<file path="src/rtl/slot_map_defines.svh">
// What this block does
// - rx invalid entry drops only its own bits
// - rx valid entry: zero deletion, write channel
// - rx wrap entry: restart entry zero at sync
// - tx wrap entry: restart entry zero at sync
// - rx last-part clear: next entry, same byte
// - tx builds one byte until last-part entry
// - param pointer is channel then six zeros
// - rx skips mask-zero bits, no counting
// - tx invalid entry sends all ones
// - tx unmasked bits from buffer, masked high
// - up to 32 channels, any slot permutation
// - split slot processed once per entry
// - param areas between base+2400h and 2BFFh
// - microcode owns first 1K, last 256 bytes
// - last-part flag sits at entry bit 11
`ifndef SLOT_MAP_DEFINES_SVH
`define SLOT_MAP_DEFINES_SVH

// register word indices; byte address is four times the index
`define RISC_CONFIG_IDX     12'h9C4
`define PATCH_TRAP_ONE_IDX  12'h9CC
`define PATCH_TRAP_TWO_IDX  12'h9CE
`define PATCH_TRAP_THREE_IDX 12'h9D0
`define PATCH_TRAP_FOUR_IDX 12'h9D2
`define CONTROL_IDX         12'h9E0
`define STATUS_IDX          12'h9E1
`define SERIAL_MODE_HIGH_IDX 12'h9E2
`define HDLC_ENABLE_IDX     12'h9E3
`define RX_SLOT_MAP_IDX     12'hA00
`define TX_SLOT_MAP_IDX     12'hA20
`define SLOT_MAP_DEPTH      12'h020

`define REG_RESET_16        16'h0000
`define REG_RESET_32        32'h0000_0000

// control fields
`define CTRL_RX_EN_BIT      0
`define CTRL_TX_EN_BIT      1
// status fields
`define STAT_RX_OVER_BIT    16
`define STAT_TX_OVER_BIT    17

// dual-ported ram layout with microcode resident
`define UCODE_AREA_SIZE     14'h0400
`define UCODE_DATA_SIZE     14'h0100
`define PARAM_AREA_BASE     14'h2400
`define PARAM_AREA_LAST     14'h2BFF

`define HDLC_STUFF_RUN      3'd5
`define LAST_ENTRY          5'd31

`endif

</file>
<file path="src/rtl/slot_map_pkg.sv">
package slot_map_pkg;

  typedef enum logic [1:0] {
    ST_IDLE  = 2'b00,
    ST_WALK  = 2'b01,
    ST_FETCH = 2'b11
  } walk_state_e;

  // one slot map entry, from bit 15 down
  typedef struct packed {
    logic       in_use;
    logic       end_mark;
    logic [1:0] mask_first;
    logic       part_end;
    logic [4:0] chan;
    logic [5:0] mask_rest;
  } map_entry_s;

  typedef struct packed {
    logic [10:0] chan_ptr;
    logic [7:0]  bits;
    logic [3:0]  count;
  } rx_write_s;

  typedef struct packed {
    logic [10:0] chan_ptr;
    logic [3:0]  count;
  } tx_fetch_s;

endpackage

</file>
<file path="src/rtl/multi_subchannel_slot_map.sv">
`timescale 1ns/100ps
`include "slot_map_defines.svh"

module multi_subchannel_slot_map
  import slot_map_pkg::*;
(
  input  wire logic        pclk,
  input  wire logic        presetn,
  input  wire logic        psel,
  input  wire logic        penable,
  input  wire logic        pwrite,
  input  wire logic [13:0] paddr,
  input  wire logic [31:0] pwdata,
  output logic      [31:0] prdata,
  output logic             pready,
  output logic             pslverr,
  input  wire logic        rx_sync,
  input  wire logic        rx_req,
  input  wire logic [7:0]  rx_byte,
  output rx_write_s        rx_wr,
  output logic             rx_wr_valid,
  output logic      [13:0] rx_param_ofs,
  input  wire logic        tx_sync,
  input  wire logic        tx_req,
  output logic      [7:0]  tx_byte,
  output logic             tx_byte_valid,
  output tx_fetch_s        tx_fetch,
  output logic             tx_fetch_valid,
  output logic      [13:0] tx_param_ofs,
  input  wire logic        tx_fetch_ack,
  input  wire logic [7:0]  tx_fetch_bits
);

  logic [15:0]  rx_map_reg [32];
  logic [15:0]  tx_map_reg [32];
  logic [15:0]  risc_config_reg;
  logic [15:0]  patch_trap_reg [4];
  logic [31:0]  serial_mode_high_reg;
  logic [31:0]  hdlc_enable_reg;
  logic [1:0]   control_reg;
  logic         rx_over_reg;
  logic         tx_over_reg;
  logic [31:0]  prdata_reg;
  logic         pready_reg;
  logic         pslverr_reg;
  walk_state_e  rx_state_reg;
  logic [4:0]   rx_idx_reg;
  logic         rx_wait_reg;
  logic [7:0]   rx_byte_reg;
  logic [2:0]   rx_ones_reg [32];
  rx_write_s    rx_wr_reg;
  logic         rx_wr_valid_reg;
  logic [13:0]  rx_param_ofs_reg;
  walk_state_e  tx_state_reg;
  logic [4:0]   tx_idx_reg;
  logic         tx_wait_reg;
  logic [7:0]   tx_acc_reg;
  logic [7:0]   tx_byte_reg;
  logic         tx_byte_valid_reg;
  tx_fetch_s    tx_fetch_reg;
  logic         tx_fetch_valid_reg;
  logic [13:0]  tx_param_ofs_reg;
  logic [11:0]  word_idx;
  logic         acc_cycle;
  logic         wr_take;
  logic         in_rx_map;
  logic         in_tx_map;
  logic [11:0]  rx_map_ofs;
  logic [11:0]  tx_map_ofs;
  logic         hit;
  logic [31:0]  rd_value;
  map_entry_s   rx_entry;
  logic [7:0]   rx_mask;
  logic [7:0]   rx_bits;
  logic [3:0]   rx_count;
  logic [2:0]   rx_ones_next;
  logic         rx_end;
  map_entry_s   tx_entry;
  logic [7:0]   tx_mask;
  logic [3:0]   tx_count;
  logic [7:0]   tx_acc_next;
  logic         tx_end;
  assign prdata         = prdata_reg;
  assign pready         = pready_reg;
  assign pslverr        = pslverr_reg;
  assign rx_wr          = rx_wr_reg;
  assign rx_wr_valid    = rx_wr_valid_reg;
  assign rx_param_ofs   = rx_param_ofs_reg;
  assign tx_byte        = tx_byte_reg;
  assign tx_byte_valid  = tx_byte_valid_reg;
  assign tx_fetch       = tx_fetch_reg;
  assign tx_fetch_valid = tx_fetch_valid_reg;
  assign tx_param_ofs   = tx_param_ofs_reg;
  // apb decode; one wait state so read data can come from a flop
  assign word_idx   = paddr[13:2];
  assign acc_cycle  = psel & penable & ~pready_reg;
  assign wr_take    = psel & penable & pready_reg & pwrite & ~pslverr_reg;
  assign rx_map_ofs = word_idx - `RX_SLOT_MAP_IDX;
  assign tx_map_ofs = word_idx - `TX_SLOT_MAP_IDX;
  assign in_rx_map  = (word_idx >= `RX_SLOT_MAP_IDX) && (rx_map_ofs < `SLOT_MAP_DEPTH);
  assign in_tx_map  = (word_idx >= `TX_SLOT_MAP_IDX) && (tx_map_ofs < `SLOT_MAP_DEPTH);

  always_comb
  begin
    hit      = 1'b1;
    rd_value = `REG_RESET_32;
    if (in_rx_map)
      rd_value = {16'h0000, rx_map_reg[rx_map_ofs[4:0]]};
    else if (in_tx_map)
      rd_value = {16'h0000, tx_map_reg[tx_map_ofs[4:0]]};
    else
      case (word_idx)
        `RISC_CONFIG_IDX:      rd_value = {16'h0000, risc_config_reg};
        `PATCH_TRAP_ONE_IDX:   rd_value = {16'h0000, patch_trap_reg[0]};
        `PATCH_TRAP_TWO_IDX:   rd_value = {16'h0000, patch_trap_reg[1]};
        `PATCH_TRAP_THREE_IDX: rd_value = {16'h0000, patch_trap_reg[2]};
        `PATCH_TRAP_FOUR_IDX:  rd_value = {16'h0000, patch_trap_reg[3]};
        `CONTROL_IDX:          rd_value = {30'h0000_0000, control_reg};
        `STATUS_IDX:           rd_value = {14'h0000, tx_over_reg, rx_over_reg, 4'h0,
                                           tx_wait_reg, rx_wait_reg, tx_idx_reg, rx_idx_reg};
        `SERIAL_MODE_HIGH_IDX: rd_value = serial_mode_high_reg;
        `HDLC_ENABLE_IDX:      rd_value = hdlc_enable_reg;
        default:               hit = 1'b0;
      endcase
  end

  always_ff @(posedge pclk or negedge presetn)
  begin
    if (!presetn)
    begin
      pready_reg  <= 1'b0;
      pslverr_reg <= 1'b0;
      prdata_reg  <= `REG_RESET_32;
    end
    else
    begin
      pready_reg  <= acc_cycle;
      pslverr_reg <= acc_cycle & ~hit;
      prdata_reg  <= (acc_cycle & ~pwrite & hit) ? rd_value : `REG_RESET_32;
    end
  end

  // software-visible storage; trap and serial mode words are held for the sequencer
  always_ff @(posedge pclk or negedge presetn)
  begin
    if (!presetn)
    begin
      for (int i = 0; i < 32; i++)
      begin
        rx_map_reg[i] <= `REG_RESET_16;
        tx_map_reg[i] <= `REG_RESET_16;
      end
      for (int i = 0; i < 4; i++)
        patch_trap_reg[i] <= `REG_RESET_16;
      risc_config_reg      <= `REG_RESET_16;
      serial_mode_high_reg <= `REG_RESET_32;
      hdlc_enable_reg      <= `REG_RESET_32;
      control_reg          <= 2'b00;
    end
    else if (wr_take)
    begin
      if (in_rx_map)
        rx_map_reg[rx_map_ofs[4:0]] <= pwdata[15:0];
      else if (in_tx_map)
        tx_map_reg[tx_map_ofs[4:0]] <= pwdata[15:0];
      else
        case (word_idx)
          `RISC_CONFIG_IDX:      risc_config_reg      <= pwdata[15:0];
          `PATCH_TRAP_ONE_IDX:   patch_trap_reg[0]    <= pwdata[15:0];
          `PATCH_TRAP_TWO_IDX:   patch_trap_reg[1]    <= pwdata[15:0];
          `PATCH_TRAP_THREE_IDX: patch_trap_reg[2]    <= pwdata[15:0];
          `PATCH_TRAP_FOUR_IDX:  patch_trap_reg[3]    <= pwdata[15:0];
          `CONTROL_IDX:          control_reg          <= pwdata[1:0];
          `SERIAL_MODE_HIGH_IDX: serial_mode_high_reg <= pwdata;
          `HDLC_ENABLE_IDX:      hdlc_enable_reg      <= pwdata;
          default:               control_reg          <= control_reg;
        endcase
    end
  end

  // overrun flags: write one to clear, a new event in the same cycle wins
  always_ff @(posedge pclk or negedge presetn)
  begin
    if (!presetn)
    begin
      rx_over_reg <= 1'b0;
      tx_over_reg <= 1'b0;
    end
    else
    begin
      if (rx_req && rx_state_reg != ST_IDLE)
        rx_over_reg <= 1'b1;
      else if (wr_take && word_idx == `STATUS_IDX && pwdata[`STAT_RX_OVER_BIT])
        rx_over_reg <= 1'b0;
      if (tx_req && tx_state_reg != ST_IDLE)
        tx_over_reg <= 1'b1;
      else if (wr_take && word_idx == `STATUS_IDX && pwdata[`STAT_TX_OVER_BIT])
        tx_over_reg <= 1'b0;
    end
  end

  // receive: extract the masked bits of the latched byte for the current entry
  assign rx_entry = map_entry_s'(rx_map_reg[rx_idx_reg]);
  assign rx_mask  = {rx_entry.mask_first, rx_entry.mask_rest};
  assign rx_end   = rx_entry.part_end | rx_entry.end_mark | (rx_idx_reg == `LAST_ENTRY);
  always_comb
  begin
    rx_bits      = 8'h00;
    rx_count     = 4'h0;
    rx_ones_next = rx_ones_reg[rx_entry.chan];
    // bit 7 is first on the line and pairs with mask bit 7
    for (int i = 7; i >= 0; i--)
    begin
      if (rx_mask[i])
      begin
        if (hdlc_enable_reg[rx_entry.chan] && rx_ones_next == `HDLC_STUFF_RUN
            && !rx_byte_reg[i])
          rx_ones_next = 3'd0;
        else
        begin
          rx_bits  = {rx_bits[6:0], rx_byte_reg[i]};
          rx_count = rx_count + 4'd1;
          if (!rx_byte_reg[i])
            rx_ones_next = 3'd0;
          else if (rx_ones_next != 3'd7)
            rx_ones_next = rx_ones_next + 3'd1;
        end
      end
    end
  end

  always_ff @(posedge pclk or negedge presetn)
  begin
    if (!presetn)
    begin
      rx_state_reg     <= ST_IDLE;
      rx_idx_reg       <= 5'd0;
      rx_wait_reg      <= 1'b0;
      rx_byte_reg      <= 8'h00;
      rx_wr_reg        <= '0;
      rx_wr_valid_reg  <= 1'b0;
      rx_param_ofs_reg <= 14'h0000;
      for (int i = 0; i < 32; i++)
        rx_ones_reg[i] <= 3'd0;
    end
    else
    begin
      rx_wr_valid_reg <= 1'b0;
      case (rx_state_reg)
        ST_IDLE:
        begin
          if (rx_sync)
          begin
            rx_idx_reg  <= 5'd0;
            rx_wait_reg <= 1'b0;
          end
          if (rx_req && control_reg[`CTRL_RX_EN_BIT] && (rx_sync || !rx_wait_reg))
          begin
            rx_byte_reg  <= rx_byte;
            rx_state_reg <= ST_WALK;
          end
        end
        ST_WALK:
        begin
          // an invalid entry makes no write at all; index and end flags act as for any entry
          if (rx_entry.in_use)
          begin
            rx_wr_reg.chan_ptr <= {rx_entry.chan, 6'b00_0000};
            rx_wr_reg.bits     <= rx_bits;
            rx_wr_reg.count    <= rx_count;
            rx_wr_valid_reg    <= 1'b1;
            rx_param_ofs_reg   <= `PARAM_AREA_BASE
                                  + {3'b000, rx_entry.chan, 6'b00_0000};
            rx_ones_reg[rx_entry.chan] <= rx_ones_next;
          end
          if (rx_entry.end_mark || rx_idx_reg == `LAST_ENTRY)
          begin
            rx_idx_reg  <= 5'd0;
            rx_wait_reg <= 1'b1;
          end
          else
            rx_idx_reg <= rx_idx_reg + 5'd1;
          if (rx_end)
            rx_state_reg <= ST_IDLE;
        end
        default: rx_state_reg <= ST_IDLE;
      endcase
    end
  end

  // transmit: walk entries, fetching bits for each unmasked position
  assign tx_entry = map_entry_s'(tx_map_reg[tx_idx_reg]);
  assign tx_mask  = {tx_entry.mask_first, tx_entry.mask_rest};
  assign tx_end   = tx_entry.part_end | tx_entry.end_mark | (tx_idx_reg == `LAST_ENTRY);
  always_comb
  begin
    tx_count    = 4'h0;
    tx_acc_next = tx_acc_reg;
    for (int i = 7; i >= 0; i--)
    begin
      if (tx_mask[i])
      begin
        tx_acc_next[i] = tx_fetch_bits[3'(7 - int'(tx_count))];
        tx_count       = tx_count + 4'd1;
      end
    end
  end

  always_ff @(posedge pclk or negedge presetn)
  begin
    if (!presetn)
    begin
      tx_state_reg       <= ST_IDLE;
      tx_idx_reg         <= 5'd0;
      tx_wait_reg        <= 1'b0;
      tx_acc_reg         <= 8'hFF;
      tx_byte_reg        <= 8'hFF;
      tx_byte_valid_reg  <= 1'b0;
      tx_fetch_reg       <= '0;
      tx_fetch_valid_reg <= 1'b0;
      tx_param_ofs_reg   <= 14'h0000;
    end
    else
    begin
      tx_byte_valid_reg  <= 1'b0;
      tx_fetch_valid_reg <= 1'b0;
      case (tx_state_reg)
        ST_IDLE:
        begin
          if (tx_sync)
          begin
            tx_idx_reg  <= 5'd0;
            tx_wait_reg <= 1'b0;
          end
          if (tx_req && control_reg[`CTRL_TX_EN_BIT] && (tx_sync || !tx_wait_reg))
          begin
            // masked and unused positions stay high
            tx_acc_reg   <= 8'hFF;
            tx_state_reg <= ST_WALK;
          end
        end
        ST_WALK:
        begin
          if (tx_entry.in_use && tx_mask != 8'h00)
          begin
            tx_fetch_reg.chan_ptr <= {tx_entry.chan, 6'b00_0000};
            tx_fetch_reg.count    <= tx_count;
            tx_fetch_valid_reg    <= 1'b1;
            tx_param_ofs_reg      <= `PARAM_AREA_BASE
                              + {3'b000, tx_entry.chan, 6'b00_0000};
            tx_state_reg          <= ST_FETCH;
          end
          else
          begin
            if (tx_entry.end_mark || tx_idx_reg == `LAST_ENTRY)
            begin
              tx_idx_reg  <= 5'd0;
              tx_wait_reg <= 1'b1;
            end
            else
              tx_idx_reg <= tx_idx_reg + 5'd1;
            if (tx_end)
            begin
              tx_byte_reg       <= tx_acc_reg;
              tx_byte_valid_reg <= 1'b1;
              tx_state_reg      <= ST_IDLE;
            end
          end
        end
        ST_FETCH:
        begin
          if (tx_fetch_ack)
          begin
            tx_acc_reg <= tx_acc_next;
            if (tx_entry.end_mark || tx_idx_reg == `LAST_ENTRY)
            begin
              tx_idx_reg  <= 5'd0;
              tx_wait_reg <= 1'b1;
            end
            else
              tx_idx_reg <= tx_idx_reg + 5'd1;
            if (tx_end)
            begin
              tx_byte_reg       <= tx_acc_next;
              tx_byte_valid_reg <= 1'b1;
              tx_state_reg      <= ST_IDLE;
            end
            else
              tx_state_reg <= ST_WALK;
          end
        end
        default: tx_state_reg <= ST_IDLE;
      endcase
    end
  end

endmodule // multi_subchannel_slot_map

</file>
<file path="config.mk">
export PLATFORM = sky130hd
export DESIGN_NAME = multi_subchannel_slot_map
export DESIGN_NICKNAME = d
export VERILOG_FILES = /design/src/rtl/slot_map_pkg.sv /design/src/rtl/multi_subchannel_slot_map.sv
export VERILOG_INCLUDE_DIRS = /design/src /design/src/rtl
export SDC_FILE = /design/constraint.sdc
export NUM_CORES = 2
export LEC_CHECK = 0
export BUFFER_PORTS_ARGS = -buffer_cell sky130_fd_sc_hd__buf_2
export CAP_MARGIN = 20
export CELL_PAD_IN_SITES_DETAIL_PLACEMENT = 1
export CELL_PAD_IN_SITES_GLOBAL_PLACEMENT = 1
export CORE_ASPECT_RATIO = 1.2
export CORE_MARGIN = 3
export CORE_UTILIZATION = 40
export CTS_CLUSTER_SIZE = 30
export DETAILED_ROUTE_END_ITERATION = 8
export PLACE_DENSITY_LB_ADDON = 0.12
export SLEW_MARGIN = 20
export SYNTH_ARGS = -nofsm -noshare
export SYNTH_HDL_FRONTEND = slang
export SYNTH_SLANG_ARGS = --single-unit
</file>
<file path="constraint.sdc">
create_clock -name pclk -period 26.7 [get_ports pclk]
set_input_delay 1.335 -clock pclk [delete_from_list [all_inputs] [get_ports pclk]]
set_output_delay 1.335 -clock pclk [all_outputs]
set_load 0.03 [all_outputs]
</file>
# Yosys cells after proc, flatten, opt, wreduce, memory -nomap -nowiden
# Cells that the tools add are included.
[totals]
register_bits = 1399
inputBits = 72
out_inout_bits = 111
word_cells = 503
[op_classes]
addsub = 35
n_lt_le_gt_ge = 20
eq_ne = 41
muxes = 179
bitwise_logic = 23
n_reduce_logical = 77
[ops]
columns = ["op", "count"]
rows = [
  ["bitwise mux 512 bit", 2],
  ["binary-select mux 16 bit (select 5 bit)", 4],
  ["one-hot mux 32 bit (9 select lines)", 1],
  ["demux 16 bit (select 5 bit)", 2],
  ["2-to-1 mux 16 bit", 10],
  ["2-to-1 mux 8 bit", 20],
  ["equality test 12 bit, second input constant", 9],
  ["2-to-1 mux 3 bit", 35],
  ["bitwise mux 96 bit", 1],
  ["2-to-1 mux 32 bit", 3],
  ["2-to-1 mux 4 bit", 21],
  ["adder 4 x 1 -> 4 bit, second input constant", 14],
  ["2-to-1 mux 1 bit", 49],
  ["AND reduction 4 bit", 9],
  ["less-than comparator 3 x 5 -> 1 bit, second input constant", 7],
  ["one-hot mux 8 bit (2 select lines)", 2],
  ["logical AND 1 bit", 31],
  ["greater-or-equal comparator 6 bit, second input constant", 5],
  ["2-to-1 mux 5 bit", 6],
  ["inverter 5 -> 6 bit", 5],
  ["adder 14 x 11 -> 14 bit, first input constant", 2],
  ["inequality test 3 bit, second input constant", 9],
  ["adder 3 x 1 -> 3 bit, second input constant", 8],
  ["equality test 3 bit, second input constant", 8],
  ["other kinds (35)", 112],
]

# Longest topological paths before layout
[logic_depth]
word_depth = 49
ltp_mapped = 57

# Least setup slack after synthesis
# No wires, ideal clock.
[synth_path]
kind = "reg-to-reg"
startpoint = "reg rx_idx_reg[1]"
endpoint = "reg rx_ones_reg[12] in the netlist's numbering"
setup_ns = 0.125
t_arrival_ns = 9.684
t_required_ns = 26.575
setup_slack_ns = 16.892
path_stages_with_launch = 53
path_buffers = 4
path_cell_list = "dfrtp_1 > buf_6 > buf_8 > mux2i_1 > a22oi_1 > a21oi_2 > nor4_4 > buf_6 > mux2_2 > o2111ai_1 > a21boi_0 > and4_1 > ha_1 > or3_1 > mux2i_1 > nor2_1 > inv_1 > ha_1 > (+17 left out) > inv_1 > ha_1 > a31oi_1 > and4b_1 > a311oi_2 > and2_1 > ha_1 > nand3_1 > nand2_1 > mux2_2 > and2_1 > ha_1 > and2_1 > a21bo_2 > o21ai_0 > a21bo_2 > buf_2 > mux2_2"
[synth_between]
elab_chain_len = 49
elab_cells_between_ends = 89
[synth_lines]
columns = ["element", "line_no", "text"]
rows = [
  ["from (decl)", "multi_subchannel_slot_map.sv:47", "logic [4:0] rx_idx_reg;"],
  ["from (signal assigned)", "multi_subchannel_slot_map.sv:282", "rx_idx_reg <= rx_idx_reg + 5'd1;"],
  ["inverter 5 -> 6 bit (implied by the code) (*)", "multi_subchannel_slot_map.sv:203", "assign rx_entry = map_entry_s'(rx_map_reg[rx_idx_reg]);"],
  ["binary-select mux 16 bit (select 5 bit) (*)", "multi_subchannel_slot_map.sv:203", ""],
  ["2-to-1 mux 16 bit (implied by the code) (*) (2 in a row)", "multi_subchannel_slot_map.sv:203", ""],
  ["inverter 5 -> 6 bit (implied by the code)", "multi_subchannel_slot_map.sv:210, multi_subchannel_slot_map.sv:274", ""],
  ["binary-select mux 3 bit (select 5 bit)", "multi_subchannel_slot_map.sv:210", "rx_ones_next = rx_ones_reg[rx_entry.chan];"],
  ["2-to-1 mux 3 bit (implied by the code) (2 in a row)", "multi_subchannel_slot_map.sv:210", ""],
  ["adder 3 x 1 -> 3 bit (tied with other cells)", "multi_subchannel_slot_map.sv:226", "rx_ones_next = rx_ones_next + 3'd1;"],
  ["2-to-1 mux 3 bit or logical AND 1 bit (tied branches)", "n/a", ""],
  ["(+31 left out)", "n/a", ""],
  ["2-to-1 mux 3 bit", "multi_subchannel_slot_map.sv:216", "if (hdlc_enable_reg[rx_entry.chan] && rx_ones_next == `HDLC_STUFF_RUN"],
  ["2-to-1 mux 3 bit", "multi_subchannel_slot_map.sv:214", "if (rx_mask[i])"],
  ["adder 3 x 1 -> 3 bit (tied with other cells)", "multi_subchannel_slot_map.sv:226", ""],
  ["2-to-1 mux 3 bit or logical AND 1 bit (tied branches)", "n/a", ""],
  ["2-to-1 mux 3 bit or logical AND 1 bit (tied branches)", "multi_subchannel_slot_map.sv:223, multi_subchannel_slot_map.sv:216", ""],
  ["2-to-1 mux 3 bit", "multi_subchannel_slot_map.sv:216", ""],
  ["2-to-1 mux 3 bit", "multi_subchannel_slot_map.sv:214", ""],
  ["bitwise mux 96 bit", "multi_subchannel_slot_map.sv:274", "rx_ones_reg[rx_entry.chan] <= rx_ones_next;"],
  ["to (signal, indexed assignment)", "multi_subchannel_slot_map.sv:274", ""],
  ["to (decl)", "multi_subchannel_slot_map.sv:50", "logic [2:0] rx_ones_reg [32];"],
]
# Every way passes the cells marked *; elsewhere a longest branch is shown, timed or not. The select of a mux whose other input is x is not followed.
# A chain may end at the register's enable or synchronous reset.

# Final worst setup path
[layout_path]
startpoint = "reg rx_idx_reg[1]"
endpoint = "reg rx_ones_reg[66] in the netlist's numbering"
# Same word-level chain as after synthesis.

==> results.py <==
metrics = {
    "run_status": {
        "outcome": "completed",
    },
    "route": {
        "drc_errors": 0,
        "num_vias": 46800,
        "ant_nets": 0,
        "drt_iter0_drc": 2990,
        "wirelength_um": 245000,
        "wire_per_inst_um": 31.6,
        "firstDrtPassIters": 5,
        "drt-vias-per-instance": 6.03,
    },
    "cts": {
        "tritoncts": "yes",
        "clkLatencyLatePin_ps": 820,
        "cts.clk_slew.worst_paths_ps": 60,
        "postCtsSetupBuffers": 0,
        "cts_hold_buf": 0,
        "cts_root_buf": "clkbuf_16",
        "cts_resized": 0,
        "cts.path.max_buffers": 3,
        "cts-htree-levels": 4,
        "cts_buffers": 158,
        "cts.sinks": 1374,
    },
    "power_and_ir_drop": {
        "p_per_area_nw_per_um2": 54.6,
        "pwr-share-seq_pct": 46.8,
        "static-leakage-power_uw": 0.0372,
        "vdd_ir_drop_max_mv": 0.0682,
        "swShare_pct": 23.7,
        "power_switching_uw": 1050,
        "p_clk_share_pct": 49.5,
        "intPower_uw": 3400,
        "combPwrFrac_pct": 3.8,
    },
    "synth": {
        "synth.avg_cell_area_sq_um": 14.0,
        "synth_area_sq_um": 73200,
        "ys_ff_latch": 1374,
        "synth_top_area_share_pct": 46.5,
        "synth-edff-count": 0,
        "synth_ff_type": "dfrtp_1",
        "yosysMostFrequentCell": "dfrtp_1",
        "yosys_warnings": 0,
        "synth-async-reset-ratio_pct": 100,
        "syn_inst": 5214,
        "yosysTopAreaCell": "dfrtp_1",
        "ys_seq_area_share_pct": 47.0,
        "synthTopCellsByArea": "dfrtp_1 (46%), mux2_2 (20%), mux4_2 (17%)",
        "synth_top_cells_by_count": "dfrtp_1 (1358), mux2_2 (1272), mux4_2 (550)",
        "ys_types": 103,
    },
    "cells_and_area": {
        "area_growth_pct": 11.5,
        "multiInputGateArea_sq_um": 36500,
        "ff_latch_area_sq_um": 34400,
        "fin_nets": 5329,
        "final_util_pct": 45.0,
        "drive_gt1_share_pct": 46.6,
        "nFillCells": 18100,
        "finalInstanceArea_sq_um": 81600,
    },
    "job": {
        "maxCapViolations": 0,
    },
    "critical_path": {
        "rr_endpoint": "rx_ones_reg[66]$_DFFE_PN0P_",
        "start_kind": "flop",
        "cp_slowest_cell": "a211oi_1",
        "crit_arrival_ps": 14160,
        "ff2ff_setup_slack_ps": 13230,
        "max_stage_delay_ps": 830,
        "critPathCaptureType": "flop",
        "worst_path_most_repeated_cell": "ha_1",
        "critPathMaxFanout": 41,
        "r2r_start": "rx_idx_reg[1]$_DFFE_PN0P_",
        "reg2regPathDepth": 50,
        "worstPathRequired_ps": 27390,
        "path_class": "flop to flop",
    },
    "place": {
        "dp_hpwl_um": 153000,
        "placedInstanceArea_sq_um": 76400,
        "gp_congestion": 0.794,
        "port_buffers": 154,
    },
    "hold_path": {
        "min_to": "rx_param_ofs[13]$_DFFE_PN0P_",
        "worstHoldStart": "rx_param_ofs[13]$_DFFE_PN0P_",
        "holdPathStages": 1,
        "hold_path.class": "flop to flop",
    },
    "floorplan": {
        "start_util_pct": 40.3,
        "num_io_pins": 183,
        "fp.dieH_um": 474,
        "dieArea_sq_um": 188000,
        "coreArea_sq_um": 181000,
        "die_w_um": 396,
        "num_rows": 171,
    },
    "global_route": {
        "grt_pass1_wl_um": 359000,
        "grt_pass1_vias": 50400,
        "grt_max_degree": 160,
        "overflow": 0,
        "grtUsageTotal_pct": 26.1,
        "grt_antenna_before_repair": 10,
    },
    "timing": {
        "fin_crit_sh_pct": 50.5,
        "timing.fmax_ghz": 0.0742,
        "hold_viol": 0,
        "relSlewSlack_pct": 25.9,
        "hold_ws_ps": 465,
        "fin_setup_tns_ps": 0,
        "tightest_slew_ps": 1110,
        "period_needed_ps": 13470,
        "rsz0062_at_grt": "false",
        "maxSlewViolCount": 0,
        "finClkSkew_ps": 36.0,
        "finalSetupViolCount": 0,
    },
}
## worst max-delay path by stage
stage                                    from                          end  cells past startpoint
global route        rx_idx_reg[1]$_DFFE_PN0P_  rx_ones_reg[66]$_DFFE_PN0P_                     50
floorplan           rx_idx_reg[1]$_DFFE_PN0P_  rx_ones_reg[12]$_DFFE_PN0P_                     52
CTS                 rx_idx_reg[1]$_DFFE_PN0P_  rx_ones_reg[66]$_DFFE_PN0P_                     50
global placement    rx_idx_reg[1]$_DFFE_PN0P_  rx_ones_reg[84]$_DFFE_PN0P_                     50
detailed placement  rx_idx_reg[1]$_DFFE_PN0P_  rx_ones_reg[36]$_DFFE_PN0P_                     50
finish              rx_idx_reg[1]$_DFFE_PN0P_  rx_ones_reg[66]$_DFFE_PN0P_                     50
## layer usage
metal | GRT usage (%) | share of wire [%]
met5 | 0 | 0.0057
met4 | 9.64 | 3.7
met3 | 3.70 | 4.3
met2 | 45.6 | 51
met1 | 33.0 | 40
## power by group through the flow
stage | registers (uW) | logic (uW) | clock network, uW
global placement | 2120 | 173 | 0
floorplan | 2120 | 80.0 | 0
detailed placement | 2120 | 173 | 0
CTS | 2080 | 174 | 2260
global route | 2080 | 184 | 2350
finish | 2080 | 168 | 2200
## kinds of logic (layout without fill, tap and decap cells)
logic type                 Yosys count  in the layout  synth area share [%]
muxes                             2068           2068                  39.9
adders and majority gates           39             39                 0.667
other                                1             38               0.00513
DFF                               1374           1374                  47.0
and+or+nand+nor                    639            639                  4.00
AOI/OAI and AO/OA                  491            491                  4.62
buffers and inverters              576            671                  3.44
xor gates and xnor gates            26             26                 0.361
## through the flow
stage               cells  setup WS (ps)  power [uW]
floorplan            5239          16890        2200
global placement     7479          13450        2290
detailed placement   7480          13270        2300
CTS                  7756          13230        4520
global route         7763          12370        4610
finish               7768          13230        4460
## area by class of cell
type	instances	area share, %
clock buffer	233	5.74
multi-input combinational	3289	44.8
tap	2422	3.71
antenna	12	0.0368
clock inverter	43	0.638
timing repair buffer	305	2.49
sequential	1374	42.2
inverter	90	0.414
## critical path: cells and delay by family (launching register included)
| family | cells | cell delay, ps |
|---|---|---|
| muxes | 4 | 1330 |
| DFF | 1 | 760 |
| buffers and inverters | 3 | 830 |
| AOI/OAI and AO/OA | 15 | 4090 |
| adders and majority gates | 8 | 1820 |
| and+or+nand+nor | 20 | 4470 |
## cells in the final DEF, fill, tap and decap left out, types with 26 or more instances in the layout
cell,netlist,layout
mux2_2,1272,1272
mux4_2,550,550
a21oi_1,111,110
mux2i_1,245,244
nand2_1,261,238
clkbuf_1,284,34
nand3_1,63,61
dfrtp_1,1358,1350
clkbuf_16,0,161
buf_4,54,144
o21ai_0,102,101
buf_2,49,150
a22oi_1,80,80
inv_1,87,87
a221oi_1,37,36
conb_1,1,26
nor2_1,161,153
ha_1,39,39
clkbuf_8,0,38
Power figures use the tool's default switching activity.
